`src/waveform_pkg.sv`:
```
// constants shared by the waveform extension and its dead-time generators
// assumes byte-wide register port and timer compare waveforms on clk
package waveform_pkg;

  // register offsets on the plain register port
  localparam logic [3:0] ctrl_addr = 4'h0;
  localparam logic [3:0] fault_mask_addr = 4'h1;
  localparam logic [3:0] fault_ctrl_addr = 4'h2;
  localparam logic [3:0] status_addr = 4'h3;
  localparam logic [3:0] irq_mask_addr = 4'h4;
  localparam logic [3:0] low_gap_addr = 4'h5;
  localparam logic [3:0] high_gap_addr = 4'h6;

  // control register fields
  localparam int gap_en_lsb = 0;
  localparam int common_bit = 4;
  localparam int pattern_bit = 5;
  localparam int halt_bit = 6;
  localparam logic [7:0] ctrl_mask = 8'h7f;

  // fault control and status fields
  localparam int fault_en_bit = 0;
  localparam int cycle_mode_bit = 1;
  localparam int flag_bit = 0;
  localparam int active_bit = 1;

  // values after reset: everything off, pins pass through
  localparam logic [7:0] ctrl_reset = 8'h00;
  localparam logic [7:0] gap_reset = 8'h00;

  // longest cycles from fault event to outputs off
  localparam int fault_latency = 2;

endpackage

```
`src/gap_generator.sv`:
```
// one dead-time generator: splits a waveform into low and high side
// assumes the waveform input is driven from logic on clk
`timescale 1ns/1ps
module gap_generator
  import waveform_pkg::*;
#(
  parameter int width = 8
)
(
  input wire logic clk,
  input wire logic reset,
  input wire logic wave,
  input wire logic enable,
  input wire logic [width-1:0] low_gap_count,
  input wire logic [width-1:0] high_gap_count,
  output logic low_side,
  output logic high_side,
  output logic busy
);

  initial
  begin
    if (width < 1 || width > 8)
      $error("gap_generator width must be 1 to 8");
  end

  // whole state of the generator
  typedef struct packed {
    logic prev;
    logic [width-1:0] cnt;
    logic low;
    logic high;
  } gap_state_type;

  gap_state_type s_r;
  gap_state_type s_nxt;

  // next state: reload on edges, count down, gate outputs
  always_comb
  begin
    s_nxt = s_r;
    s_nxt.prev = wave;
    if (!enable)
    begin
      // idle generator holds no gap
      s_nxt.cnt = '0;
    end
    else if (wave && !s_r.prev)
    begin
      s_nxt.cnt = low_gap_count;
    end
    else if (!wave && s_r.prev)
    begin
      s_nxt.cnt = high_gap_count;
    end
    else if (s_r.cnt != '0)
    begin
      s_nxt.cnt = s_r.cnt - 1'b1;
    end
    // low side follows, high side inverts, both off in a gap
    s_nxt.low = enable && wave && (s_nxt.cnt == '0);
    s_nxt.high = enable && !wave && (s_nxt.cnt == '0);
  end

  // state register
  always_ff @(posedge clk)
  begin
    if (reset)
      s_r <= '0;
    else
      s_r <= s_nxt;
  end

  assign low_side = s_r.low;
  assign high_side = s_r.high;
  assign busy = s_r.cnt != '0;
endmodule

```
`src/waveform_extension.sv`:
```
// waveform extension: dead time, pattern output and fault shutdown
// assumes timer waveforms, update pulse and events come from logic on clk
//
// Decided for this implementation: the address map and the strobed register port.
`timescale 1ns/1ps
module waveform_extension
  import waveform_pkg::*;
#(
  parameter int channels = 4,
  parameter int gap_width = 8,
  parameter int event_count = 8
)
(
  input wire logic clk,
  input wire logic reset,
  input wire logic [3:0] reg_addr,
  input wire logic [7:0] reg_wdata,
  input wire logic reg_wr,
  input wire logic reg_rd,
  output logic [7:0] reg_rdata,
  input wire logic [channels-1:0] waveform_out,
  input wire logic update,
  input wire logic [2*channels-1:0] port_value,
  input wire logic [2*channels-1:0] port_dir,
  input wire logic [event_count-1:0] fault_event,
  output logic [2*channels-1:0] pin_out,
  output logic [2*channels-1:0] pin_oe,
  output logic timer_halt,
  output logic irq
);

  localparam int pins = 2 * channels;

  // register fields are a byte wide, so exactly four pairs
  initial
  begin
    if (channels != 4 || gap_width != 8 || event_count < 1 || event_count > 8)
      $error("waveform_extension needs four channels, 8-bit gaps, 1..8 events");
  end

  // whole state of the extension
  typedef struct packed {
    logic [7:0] ctrl;
    logic [7:0] fmask;
    logic [1:0] fctrl;
    logic flag;
    logic active;
    logic irq_mask;
    logic [7:0] low_buf;
    logic [7:0] high_buf;
    logic [7:0] low_gap;
    logic [7:0] high_gap;
    logic [7:0] rdata;
    logic [pins-1:0] pin;
    logic [pins-1:0] oe;
    logic halt;
    logic irq;
  } ext_state_type;

  ext_state_type s_r;
  ext_state_type s_nxt;

  // decoded control bits and internal signals
  logic [channels-1:0] gap_en; // per-channel dead-time enable
  logic pattern_mode; // pattern generator on
  logic common_mode; // channel A feeds every generator
  logic fault_hit; // a selected event this cycle
  logic [7:0] event_bits; // events padded to a byte
  logic [channels-1:0] gen_wave; // waveform into each generator
  logic [channels-1:0] gen_en; // generator actually running
  logic [channels-1:0] low_side; // generator low side outputs
  logic [channels-1:0] high_side; // generator high side outputs
  logic [channels-1:0] busy; // generator inside dead time
  logic status_clear; // software writes one to the flag

  assign gap_en = s_r.ctrl[gap_en_lsb +: channels];
  assign pattern_mode = s_r.ctrl[pattern_bit];
  // pattern mode implies common channel mode
  assign common_mode = s_r.ctrl[common_bit] || pattern_mode;
  assign event_bits = 8'(fault_event);
  // events act as levels: one held high keeps re-entering the fault
  assign fault_hit = s_r.fctrl[fault_en_bit] && |(event_bits & s_r.fmask);
  // only the flag bit clears; the active bit cannot be written
  assign status_clear = reg_wr && reg_addr == status_addr && reg_wdata[flag_bit];

  // generators see channel A alone in common mode
  always_comb
  begin
    for (int i = 0; i < channels; i++)
    begin
      gen_wave[i] = common_mode ? waveform_out[0] : waveform_out[i];
      gen_en[i] = gap_en[i] && !pattern_mode;
    end
  end

  // four identical dead-time generators, one per compare channel
  generate
    for (genvar g = 0; g < channels; g++)
    begin : gen_gap
      // each generator registers its sides, so pins trail an edge by two
      gap_generator #(
        .width(gap_width)
      ) gap_generator_inst (
        .clk(clk),
        .reset(reset),
        .wave(gen_wave[g]),
        .enable(gen_en[g]),
        .low_gap_count(s_r.low_gap),
        .high_gap_count(s_r.high_gap),
        .low_side(low_side[g]),
        .high_side(high_side[g]),
        .busy(busy[g])
      );
    end
  endgenerate

  // next state: register port, buffers, fault state, pin mux
  always_comb
  begin
    s_nxt = s_r;
    // read data stands for one cycle only
    s_nxt.rdata = 8'h00;
    if (reg_rd)
    begin
      case (reg_addr)
        ctrl_addr: s_nxt.rdata = s_r.ctrl;
        fault_mask_addr: s_nxt.rdata = s_r.fmask;
        fault_ctrl_addr: s_nxt.rdata = {6'h00, s_r.fctrl};
        status_addr: s_nxt.rdata = {6'h00, s_r.active, s_r.flag};
        irq_mask_addr: s_nxt.rdata = {7'h00, s_r.irq_mask};
        low_gap_addr: s_nxt.rdata = s_r.low_buf;
        high_gap_addr: s_nxt.rdata = s_r.high_buf;
        default: s_nxt.rdata = 8'h00; // unmapped reads zero
      endcase
    end
    // dead-time writes land in the buffers, not in the active values
    if (reg_wr)
    begin
      case (reg_addr)
        ctrl_addr: s_nxt.ctrl = reg_wdata & ctrl_mask;
        fault_mask_addr: s_nxt.fmask = reg_wdata;
        fault_ctrl_addr: s_nxt.fctrl = reg_wdata[1:0];
        irq_mask_addr: s_nxt.irq_mask = reg_wdata[0];
        low_gap_addr: s_nxt.low_buf = reg_wdata;
        high_gap_addr: s_nxt.high_buf = reg_wdata;
        default: s_nxt.fmask = s_r.fmask; // status and unmapped: no store
      endcase
    end
    // buffered values go live only at the timer update point
    if (update)
    begin
      s_nxt.low_gap = s_r.low_buf;
      s_nxt.high_gap = s_r.high_buf;
    end
    // sticky flag: a new fault beats a simultaneous clear
    s_nxt.flag = (s_r.flag && !status_clear) || fault_hit;
    // fault state: enter at once, leave only at an update
    if (fault_hit)
    begin
      s_nxt.active = 1'b1;
    end
    else if (s_r.active && update)
    begin
      // latched mode also waits for software to clear the flag
      if (s_r.fctrl[cycle_mode_bit] || !s_r.flag)
        s_nxt.active = 1'b0;
    end
    // pins pass through unless a feature claims them
    s_nxt.pin = port_value;
    s_nxt.oe = port_dir;
    for (int i = 0; i < channels; i++)
    begin
      if (pattern_mode)
      begin
        // live low dead-time value holds override enables, live high value the pattern
        s_nxt.pin[2*i] = s_r.low_gap[2*i] ? waveform_out[0] : s_r.high_gap[2*i];
        s_nxt.pin[2*i+1] = s_r.low_gap[2*i+1] ? waveform_out[0]
                                                  : s_r.high_gap[2*i+1];
      end
      else if (gap_en[i])
      begin
        s_nxt.pin[2*i] = low_side[i];
        s_nxt.pin[2*i+1] = high_side[i];
      end
    end
    // trade: a longer path from events to pins buys a cycle of latency
    // fault clears drive on every pin; uses next state for speed
    if (s_nxt.active)
    begin
      s_nxt.pin = '0;
      s_nxt.oe = '0;
    end
    // halt timer while any running generator is in dead time
    s_nxt.halt = s_r.ctrl[halt_bit] && |(busy & gen_en);
    s_nxt.irq = s_nxt.flag && s_r.irq_mask;
  end

  // state register, all features off after reset
  always_ff @(posedge clk)
  begin
    if (reset)
    begin
      s_r <= '0;
      // named fields restated so their reset values stay visible
      s_r.ctrl <= ctrl_reset;
      s_r.low_gap <= gap_reset;
      s_r.high_gap <= gap_reset;
    end
    else
    begin
      s_r <= s_nxt;
    end
  end

  // outputs come straight from the state register
  assign reg_rdata = s_r.rdata;
  assign pin_out = s_r.pin;
  assign pin_oe = s_r.oe;
  assign timer_halt = s_r.halt;
  assign irq = s_r.irq;
endmodule

```
`config.mk`:
```
export PLATFORM = sky130hd
export DESIGN_NAME = waveform_extension
export DESIGN_NICKNAME = d
export VERILOG_FILES = /design/src/waveform_pkg.sv /design/src/gap_generator.sv /design/src/waveform_extension.sv
export SDC_FILE = /design/constraint.sdc
export NUM_CORES = 1
export LEC_CHECK = 0
export BUFFER_PORTS_ARGS = -buffer_cell sky130_fd_sc_hd__buf_4
export CAP_MARGIN = 20
export CELL_PAD_IN_SITES_DETAIL_PLACEMENT = 0
export CELL_PAD_IN_SITES_GLOBAL_PLACEMENT = 1
export CORE_MARGIN = 5
export CORE_UTILIZATION = 40
export DETAILED_ROUTE_END_ITERATION = 10
export PLACE_DENSITY_LB_ADDON = 0.2
export SYNTH_ARGS = -nofsm -noshare
export SYNTH_HDL_FRONTEND = slang
export SYNTH_SLANG_ARGS = --single-unit
export TNS_END_PERCENT = 20
```
`constraint.sdc`:
```
create_clock -name clk -period 2.4 [get_ports clk]
set_clock_uncertainty 0.2 [all_clocks]
set_input_delay 0.24 -clock clk [delete_from_list [all_inputs] [get_ports clk]]
set_output_delay 0.24 -clock clk [all_outputs]
set_load 0.05 [all_outputs]
```
==> impl_metrics.tcl, run 1 <==
set metrics [dict create \
    status "finished with violations" \
    synthTopCellsByArea "dfxtp_1, mux2i_1, nor2_1" \
    synth_area_um2 6650 \
    max-cap-violations 0 \
    setup_viol 6 \
    max_slew_margin 0.596 \
    power_density_nw_per_um2 584 \
    critical_path_class "reg2reg" \
    cts_buffers 17 \
    crit_path_start_kind "flip-flop" \
    fp-row-count 47 \
    maxSlewViolCount 0 \
    io_pins 71 \
    yosysTopAreaCell "dfxtp_1" \
    grt_remaining_overflow 0 \
    clock_latency_ns 0.42 \
    drtPass1Iterations 5 \
    drive_gt1_frac 0.253 \
    avgSynthCellArea_um2 8.28 \
    layout_common_cells "buf_4, dfxtp_1, nor2_1, mux2i_1, nand2_1" \
    ys_warn_count 0 \
    die_y_um 139 \
    io_buffers 70 \
    required_ns 2.49 \
    nNetsFinal 971 \
    vias_per_cell 5.70 \
    hp-class "in2reg" \
    synth-edff-count 0 \
    syn-num-nets 856 \
    ir_drop_v 0.000587 \
    fin_util 0.524 \
    synth_top_area_share 0.367 \
    synth_cell_type_count 71 \
    coreArea_um2 16500 \
    clock-sinks 122 \
    die-area_um2 19300 \
    ys_ff_latch 122 \
    dr.first_iter.drc_count 529 \
    async_flop_share 0 \
    max_freq_ghz 0.389 \
    tightestPinTransition_ns 0.604 \
    mostFrequentLayoutCell "buf_4" \
    grt_pass1_vias 6466 \
    cts.reportedPaths.clkPinSlew_ns 0.06 \
    place_hpwl_mm 16.0 \
    antenna_left 0 \
    finalCriticalPeriod_ns 2.57 \
    cts_tree "yes" \
    reg2reg_depth 8 \
    yosys_most_used_dff "dfxtp_1" \
    synthCells 803 \
    vias 6564 \
    grtUsageTotal 0.222 \
    cellLeakagePower_nw 3.42 \
    wl_per_cell_um 18.9 \
    post-route-period-util 1.07 \
    n_antenna_cell 0 \
    crit_arrival_ns 2.66 \
    drc 0 \
    antenna_found_initial 0 \
    holdWs_ns 0.0287 \
    p_total_mw 5.04 \
    wl_mm 21.7 \
    htreeDepth 4 \
    holdPathStages 4 \
    fp.dieW_um 139 \
    setup_slack_ns -0.173 \
    failed_checks "negative setup slack" \
    initial_core_util 0.404 \
    grt_max_degree 52 \
    cts-root-buf "clkbuf_16" \
    gp_congestion 0.947 \
    crit_path_end_kind "flip-flop" \
    rsz0062_at_grt "true" \
    grt_pass1_wl_mm 34.6 \
    cts_max_path_buffers 2 \
    area_delta_synth_final_pct 29.8 \
    yosysSeqAreaShare 0.367 \
    crit_fanout 7 \
    hold_violations 0 \
]
==> final cells by class <==
type	count	area, µm²
sequential	122	2450
inverter	21	78.8
clock buffer	20	457
clock inverter	12	116
fill	1580	7830
multi-input combinational	583	3910
timing repair buffer	173	1350
tap	220	275
==> kinds of logic (layout without fill, tap and decap cells) <==
| group | count (synthesis) | after routing | synth area share |
|---|---|---|---|
| compound gates | 183 | 183 | 0.191 |
| fa+ha+maj | 8 | 8 | 0.0150 |
| simple gates | 326 | 326 | 0.254 |
| xor+xnor | 12 | 12 | 0.0158 |
| flops | 122 | 122 | 0.367 |
| buf+inv | 98 | 226 | 0.0702 |
| mux | 54 | 54 | 0.0861 |
==> synth_stat cells, drive strengths merged (9+ instances only) <==
cell type / n
o31ai: 9
nor2b: 21
a21oi: 42
nand2: 46
clkbuf: 44
xnor2: 9
dfxtp: 122
nand3: 27
and2: 11
mux2i: 49
a22oi: 16
a211oi: 25
o21ai: 25
nor2: 94
nor4: 13
nand2b: 13
nor3: 35
nor3b: 11
inv: 21
and3: 11
buf: 33
or4: 15
==> sequential cells by signal, indices dropped and copies added, names as in the netlist, 4 cells and up <==
signal	count
pin_oe	8
reg_rdata	8
s_r	47
gen_gap.gap_generator_inst.s_r	36
gen_gap.gap_generator_inst.low_side	4
pin_out	8
gen_gap.gap_generator_inst.high_side	4
gap_en	4
==> routing by layer <==
| layer | track usage | share of wire |
|---|---|---|
| met2 | 0.356 | 0.48 |
| met5 | 0 | 0 |
| met4 | 0.0747 | 0.020 |
| met3 | 0.0369 | 0.050 |
| met1 | 0.305 | 0.45 |
==> through the flow <==
| stage | setup TNS [ns] | cell area, µm² | worst slack, ns | std cells |
|---|---|---|---|---|
| after floorplan | -0.574 | 6650 | -0.178 | 803 |
| after global routing | -1.27 | 8630 | -0.273 | 1151 |
| after detailed placement | -0.752 | 7680 | -0.147 | 1098 |
| after CTS | -0.516 | 8520 | -0.158 | 1151 |
| final | -0.560 | 8630 | -0.173 | 1151 |
| after global placement | -0.538 | 7680 | -0.128 | 1098 |
==> where the power goes <==
group | leakage, nW | switching (mW) | internal [mW]
clock network | 0.277 | 0.954 | 1.49
registers | 0.991 | 0.0219 | 2.06
logic | 2.15 | 0.310 | 0.215
total | 3.42 | 1.29 | 3.76
==> worst max-delay path, stage by stage, from the launching register on <==
cell      delay (ns)
dfxtp_2         0.32
inv_2           0.05
ha_1            0.12
or4b_4          0.45
or4_4           0.51
xnor2_2         0.16
or4_4           0.42
nand4b_1        0.16
nor4_2          0.06
==> final timing paths <==
| check | startpoint | endpoint | slack (ns) |
|---|---|---|---|
| setup / recovery | gen_gap[0].gap_generator_inst.s_r[2]$_SDFF_PP0_ | gen_gap[0].gap_generator_inst.high_side$_SDFF_PP0_ | -0.17 |
| hold / removal | reg_addr[3] | reg_rdata[0]$_SDFF_PP0_ | 0.03 |
| setup reg to reg | gen_gap[0].gap_generator_inst.s_r[2]$_SDFF_PP0_ | gen_gap[0].gap_generator_inst.high_side$_SDFF_PP0_ | -0.17 |
| hold reg to reg | s_r[77]$_SDFFE_PP0P_ | timer_halt$_SDFF_PP0_ | 0.27 |
==> repair_timing <==
action	4_1_cts	5_1_grt
setup buffers	2	0
gates cloned	0	0
endpoints found under the setup margin	11	16
hold buffers	19	0
resized for setup	16	26
hold endpoints to repair	47	0
pin swaps	1	6
(Power assumes the default switching activity.)
==> run 2: changes to the inputs <==
ABC_AREA = 1   (was not set)
CORE_UTILIZATION = 38   (was 40)
==> impl_metrics.tcl, run 2 <==
set metrics [dict create \
    post-route-period-util 0.944 \
    hold_start "reg_addr[2]" \
    cts_tree "yes" \
    crit_path_start_kind "input port" \
    largest_reg_flops 47 \
    grt_pass1_vias 5557 \
    rsz0062_at_grt "false" \
    multi_input_area_um2 2990 \
    async_flop_share 0 \
    holdWs_ns 0.0103 \
    max_freq_ghz 0.441 \
    die_y_um 138 \
    synthCells 941 \
    power_density_nw_per_um2 701 \
    finalCriticalPeriod_ns 2.27 \
    crit_path_end_kind "flip-flop" \
    synth_area_um2 6220 \
    ir_drop_v 0.000490 \
    syn-num-nets 994 \
    max_slew_margin 0.658 \
    place_area_um2 6790 \
    synth_top_area_share 0.392 \
    io_buffers 70 \
    wl_per_cell_um 14.9 \
    seq_area_um2 2440 \
    die-area_um2 19000 \
    reg_top3 "s_r (47), gen_gap.gap_generator_inst.s_r (36)" \
    mostFrequentLayoutCell "nand2_1" \
    avgSynthCellArea_um2 6.61 \
    clock-sinks 122 \
    synth_cell_type_count 34 \
    hp-class "in2reg" \
    cts_setup_buffers 0 \
    dr.first_iter.drc_count 494 \
    cts_buffers 17 \
    cts.reportedPaths.clkPinSlew_ns 0.06 \
    clock_latency_ns 0.42 \
    yosysSeqAreaShare 0.392 \
    worstHoldEndpoint "reg_rdata[1]$_SDFF_PP0_" \
    cts-root-buf "clkbuf_16" \
    drc 0 \
    rrSetupSlack_ns 0.24 \
    status "finished clean" \
    crit_fanout 10 \
    ys_ff_latch 122 \
    tightestPinTransition_ns 0.508 \
    max-cap-violations 0 \
    io_pins 71 \
    initial_core_util 0.389 \
    area_delta_synth_final_pct 24.1 \
    yosysMostFrequentCell "nand2_1" \
    antenna_left 0 \
    maxSlewViolCount 0 \
    fin_area_um2 7720 \
    crit_arrival_ns 2.38 \
    place_hpwl_mm 13.6 \
    drive_gt1_frac 0.128 \
    grt_pass1_wl_mm 29.3 \
    nNetsFinal 1068 \
    critical_path_class "in2reg" \
    worstReg2RegStart "s_r[75]$_SDFFE_PP0P_" \
    reg2reg_depth 11 \
    yosys-top-cells-count "nand2_1, nor2_1, inv_1" \
    setup_tns_ns 0 \
    yosys_most_used_dff "dfxtp_1" \
    cts_max_path_buffers 2 \
    grt_max_degree 39 \
    fp.dieW_um 138 \
    wl_mm 18.5 \
    htreeDepth 4 \
    setup_viol 0 \
    coreArea_um2 16000 \
    cellLeakagePower_nw 3.74 \
    fp-row-count 46 \
    holdPathStages 4 \
    vias 5902 \
    n_antenna_cell 0 \
    grtUsageTotal 0.199 \
    synth-edff-count 0 \
    n_fill_cell 1716 \
    drtPass1Iterations 4 \
    vias_per_cell 4.74 \
    ys_warn_count 0 \
    required_ns 2.51 \
    antenna_found_initial 0 \
    timing.rr.end "gen_gap[3].gap_generator_inst.low_side$_SDFF_PP0_" \
    hold_violations 0 \
    layout_common_cells "nand2_1, nor2_1, inv_1, dfxtp_1, o21ai_0" \
    p_total_mw 5.42 \
    grt_remaining_overflow 0 \
    synthTopCellsByArea "dfxtp_1, nand2_1, nor2_1" \
    yosysTopAreaCell "dfxtp_1" \
    gp_congestion 0.835 \
    regMostFlops "s_r" \
]
run 2: cell types whose count changed in the layout (fill, tap and decap cells not counted), sizes merged, moves of 25 or more:
cell,delta
nand2,+142
nand3,+42
mux2i,-49
inv,+107
nor3,-34
o21ai,+75
nor2,+54
a21oi,+25
buf,-72
run 2: timing repair:
item,in CTS,in global routing
gates resized for setup,0,5
hold buffers,28,0
hold endpoints to repair,61,0
setup endpoints to repair,0,6
run 2: cell families (layout without fill, tap and decap cells):
logic type               after synthesis  in the layout  synth area share
flip-flops                           122            122             0.392
adder cells (fa/ha/maj)                8              8            0.0161
XOR/XNOR                              10             10            0.0141
AO/OA/AOI/OAI                        198            198             0.174
buffers and inverters                185            272             0.129
AND/OR/NAND/NOR                      418            418             0.274
run 2: how the worst max path moves through the flow:
stage / startpoint / to / slack (ns) / cells past startpoint
floorplan: gen_gap[2].gap_generator_inst.s_r[2]$_SDFF_PP0_ / gen_gap[2].gap_generator_inst.high_side$_SDFF_PP0_ / 0.58 / 13
global placement: gen_gap[2].gap_generator_inst.s_r[2]$_SDFF_PP0_ / gen_gap[2].gap_generator_inst.high_side$_SDFF_PP0_ / 0.24 / 13
detailed placement: gen_gap[2].gap_generator_inst.s_r[2]$_SDFF_PP0_ / gen_gap[2].gap_generator_inst.high_side$_SDFF_PP0_ / 0.25 / 13
CTS: reg_addr[0] / s_r[53]$_SDFFE_PP0P_ / 0.04 / 10
global route: reg_addr[0] / s_r[49]$_SDFFE_PP0P_ / 0.02 / 9
finish: reg_addr[0] / s_r[49]$_SDFFE_PP0P_ / 0.13 / 9
run 2: layout make-up:
class                           count  share of cell area
Timing Repair Buffer              110               0.116
Inverter                          130              0.0637
Sequential cell                   122               0.316
Clock inverter                     11              0.0215
Tap cell                          216              0.0350
Multi-Input combinational cell    634               0.387
Clock buffer                       21              0.0609
run 2: per-layer routing:
layer / share of wire / wire length [µm] / vias up / global-route usage
met3: 0.036 / 668 / 24 / 0.0312
met4: 0.018 / 335 / 0 / 0.0746
li1: - / - / 3137 / -
met2: 0.46 / 8520 / 114 / 0.312
met1: 0.49 / 9000 / 2627 / 0.278
met5: 0 / 0 / - / 0
run 2: critical path: stages:
cell,delay [ns]
dlygate4sd3_1,0.54
buf_4,0.15
nor2_1,0.23
nand2_1,0.13
inv_1,0.09
nand2_1,0.25
nand2_1,0.14
a21oi_1,0.06
dlygate4sd3_1,0.55
run 2: power breakdown:
part | internal [mW] | total (mW) | switching, mW
registers | 2.08 | 2.13 | 0.0502
clock network | 1.82 | 2.76 | 0.940
logic | 0.194 | 0.533 | 0.339
run 2: per-stage QoR:
step	setup slack (ns)	util	std cells
finish	0.133	0.483	1244
global route	0.0221	0.483	1244
CTS	0.0358	0.482	1244
detailed placement	0.248	0.425	1184
global placement	0.236	0.425	1184
floorplan	0.583	-	941
==> run 3: changes to the inputs <==
CORE_UTILIZATION = 42   (was 38)
RECOVER_POWER = 100   (was not set)
clock period = 2.3 ns   (was 2.4 ns; I/O delays follow)
==> impl_metrics.tcl, run 3 (synthesis results as in run 2) <==
set metrics [dict create \
    status "finished clean" \
    largest_reg_flops 47 \
    hold_violations 0 \
    cts_max_path_buffers 2 \
    max_stage_delay_ns 0.78 \
    reg_top3 "s_r (47), gen_gap.gap_generator_inst.s_r (36)" \
    setup_viol 0 \
    timing.rr.end "gen_gap[3].gap_generator_inst.high_side$_SDFF_PP0_" \
    drc 0 \
    place_hpwl_mm 13.2 \
    critPathSlowestCell "clkbuf_1" \
    fp.dieW_um 132 \
    rrSetupSlack_ns 0.25 \
    stdcell_count 1209 \
    clock-sinks 122 \
    crit_arrival_ns 2.30 \
    gp_congestion 0.887 \
    cts.reportedPaths.clkPinSlew_ns 0.06 \
    mostFrequentLayoutCell "nand2_1" \
    required_ns 2.41 \
    setup_tns_ns 0 \
    cts_setup_buffers 0 \
    regMostFlops "s_r" \
    dr.first_iter.drc_count 493 \
    crit_family "buffers and inverters" \
    io_pins 71 \
    finalCriticalPeriod_ns 2.19 \
    place_inst 1156 \
    wl_mm 17.8 \
    hold_start "reg_wr" \
    grt_max_degree 31 \
    crit_start "reset" \
    io_buffers 70 \
    worstReg2RegStart "pattern_mode$_SDFFE_PP0P_" \
    holdPathStages 3 \
    grt_pass1_vias 5697 \
    cts-root-buf "clkbuf_16" \
    max-cap-violations 0 \
    max_slew_margin 0.360 \
    max_freq_ghz 0.457 \
    rsz0062_at_grt "false" \
    seq_area_um2 2440 \
    antenna_found_initial 0 \
    clock_latency_ns 0.42 \
    die-area_um2 17400 \
    path_buf_inv 4 \
    vias 6002 \
    nNetsFinal 1067 \
    tightestPinTransition_ns 0.960 \
    crit_path_end_kind "flip-flop" \
    die_y_um 132 \
    wl_per_cell_um 14.7 \
    post-route-period-util 0.952 \
    endpoint "gen_gap[1].gap_generator_inst.low_side$_SDFF_PP0_" \
    n_fill_cell 1531 \
    power_density_nw_per_um2 729 \
    antenna_left 0 \
    crit_path_start_kind "input port" \
    drtPass1Iterations 5 \
    htreeDepth 4 \
    n_antenna_cell 0 \
    grt_pass1_wl_mm 29.0 \
    ir_drop_v 0.000481 \
    vias_per_cell 4.96 \
    critical_path_class "in2reg" \
    grtUsageTotal 0.204 \
    fp-row-count 44 \
    reg2reg_depth 12 \
    hp-class "in2reg" \
    drive_gt1_frac 0.0985 \
    initial_core_util 0.428 \
    multi_input_area_um2 2990 \
    grt_remaining_overflow 0 \
    cellLeakagePower_nw 3.60 \
    cp_cell_sequence "dlygate4sd3_1 -> clkbuf_1 -> clkbuf_1 -> nor2_1 -> inv_1 -> nor2_1" \
    crit_fanout 16 \
    area_delta_synth_final_pct 20.6 \
    maxSlewViolCount 0 \
    coreArea_um2 14500 \
    layout_common_cells "nand2_1, nor2_1, inv_1, dfxtp_1, o21ai_0" \
    cts_buffers 17 \
    cp_num_cells 6 \
    cts_tree "yes" \
]
[run 3: changes by cell type in the layout (fill, tap and decap cells not counted), moves of 2 or more]
cell,change
buf_4,-30
clkbuf_1,+31
clkbuf_2,+2
clkinvlp_4,-2
dlygate4sd3_1,-5
inv_1,+2
nand2_1,+2
nand2_2,-2
[run 3: power breakdown]
part           leakage, nW  internal [mW]  switching [mW]
clock                0.291           1.80           0.914
combinational         2.32          0.184           0.352
sequential           0.992           2.17          0.0526
[run 3: through the flow]
stage                     hold WS, ns  setup slack [ns]  instance area [µm²]  utilization  power [mW]
after CTS                     0.00553             0.143                 7620        0.524        5.53
after global routing           0.0181            0.0199                 7510        0.516        5.68
final                          0.0175             0.111                 7510        0.516        5.47
after global placement          0.244             0.218                 6780        0.467        2.78
after floorplan                 0.102             0.483                 6220            -        2.61
after detailed placement        0.251             0.174                 6780        0.467        2.78
[run 3: worst min path at each step]
stage | slack, ns | end
floorplan | 0.10 | gen_gap[0].gap_generator_inst.high_side$_SDFF_PP0_
global placement | 0.24 | pin_oe[2]$_SDFF_PP0_
detailed placement | 0.25 | pin_oe[3]$_SDFF_PP0_
CTS | 0.006 | pin_out[0]$_SDFF_PP0_
global route | 0.02 | s_r[54]$_SDFFE_PP0P_
finish | 0.02 | s_r[64]$_SDFFE_PP0P_
[run 3: layout make-up]
type | instances | area share
Multi-Input combinational cell | 634 | 0.398
Sequential cell | 122 | 0.325
Timing Repair Buffer | 109 | 0.101
Clock buffer | 23 | 0.0650
Inverter | 130 | 0.0650
Tap cell | 184 | 0.0307
Clock inverter | 7 | 0.0153
[run 3: repair_timing]
| item | 4_1_cts | 5_1_grt |
|---|---|---|
| hold buffers | 23 | 0 |
| setup endpoints to repair | 0 | 6 |
| endpoints found under the hold margin | 60 | 0 |
| resized for setup | 0 | 3 |
[run 3: per-layer routing]
| layer | routed length [µm] | track usage | vias to the layer above |
|---|---|---|---|
| met2 | 8290 | 0.336 | 144 |
| met5 | 0 | 0 | - |
| met1 | 8430 | 0.278 | 2698 |
| met4 | 274 | 0.0526 | 0 |
| li1 | - | - | 3139 |
| met3 | 782 | 0.0370 | 21 |
[run 3: worst min-delay path, delay by kind of cell]
family | cells | cell delay (ns)
AOI/OAI and AO/OA | 1 | 0.06
buffers and inverters | 1 | 0.19
and+or+nand+nor | 1 | 0.10
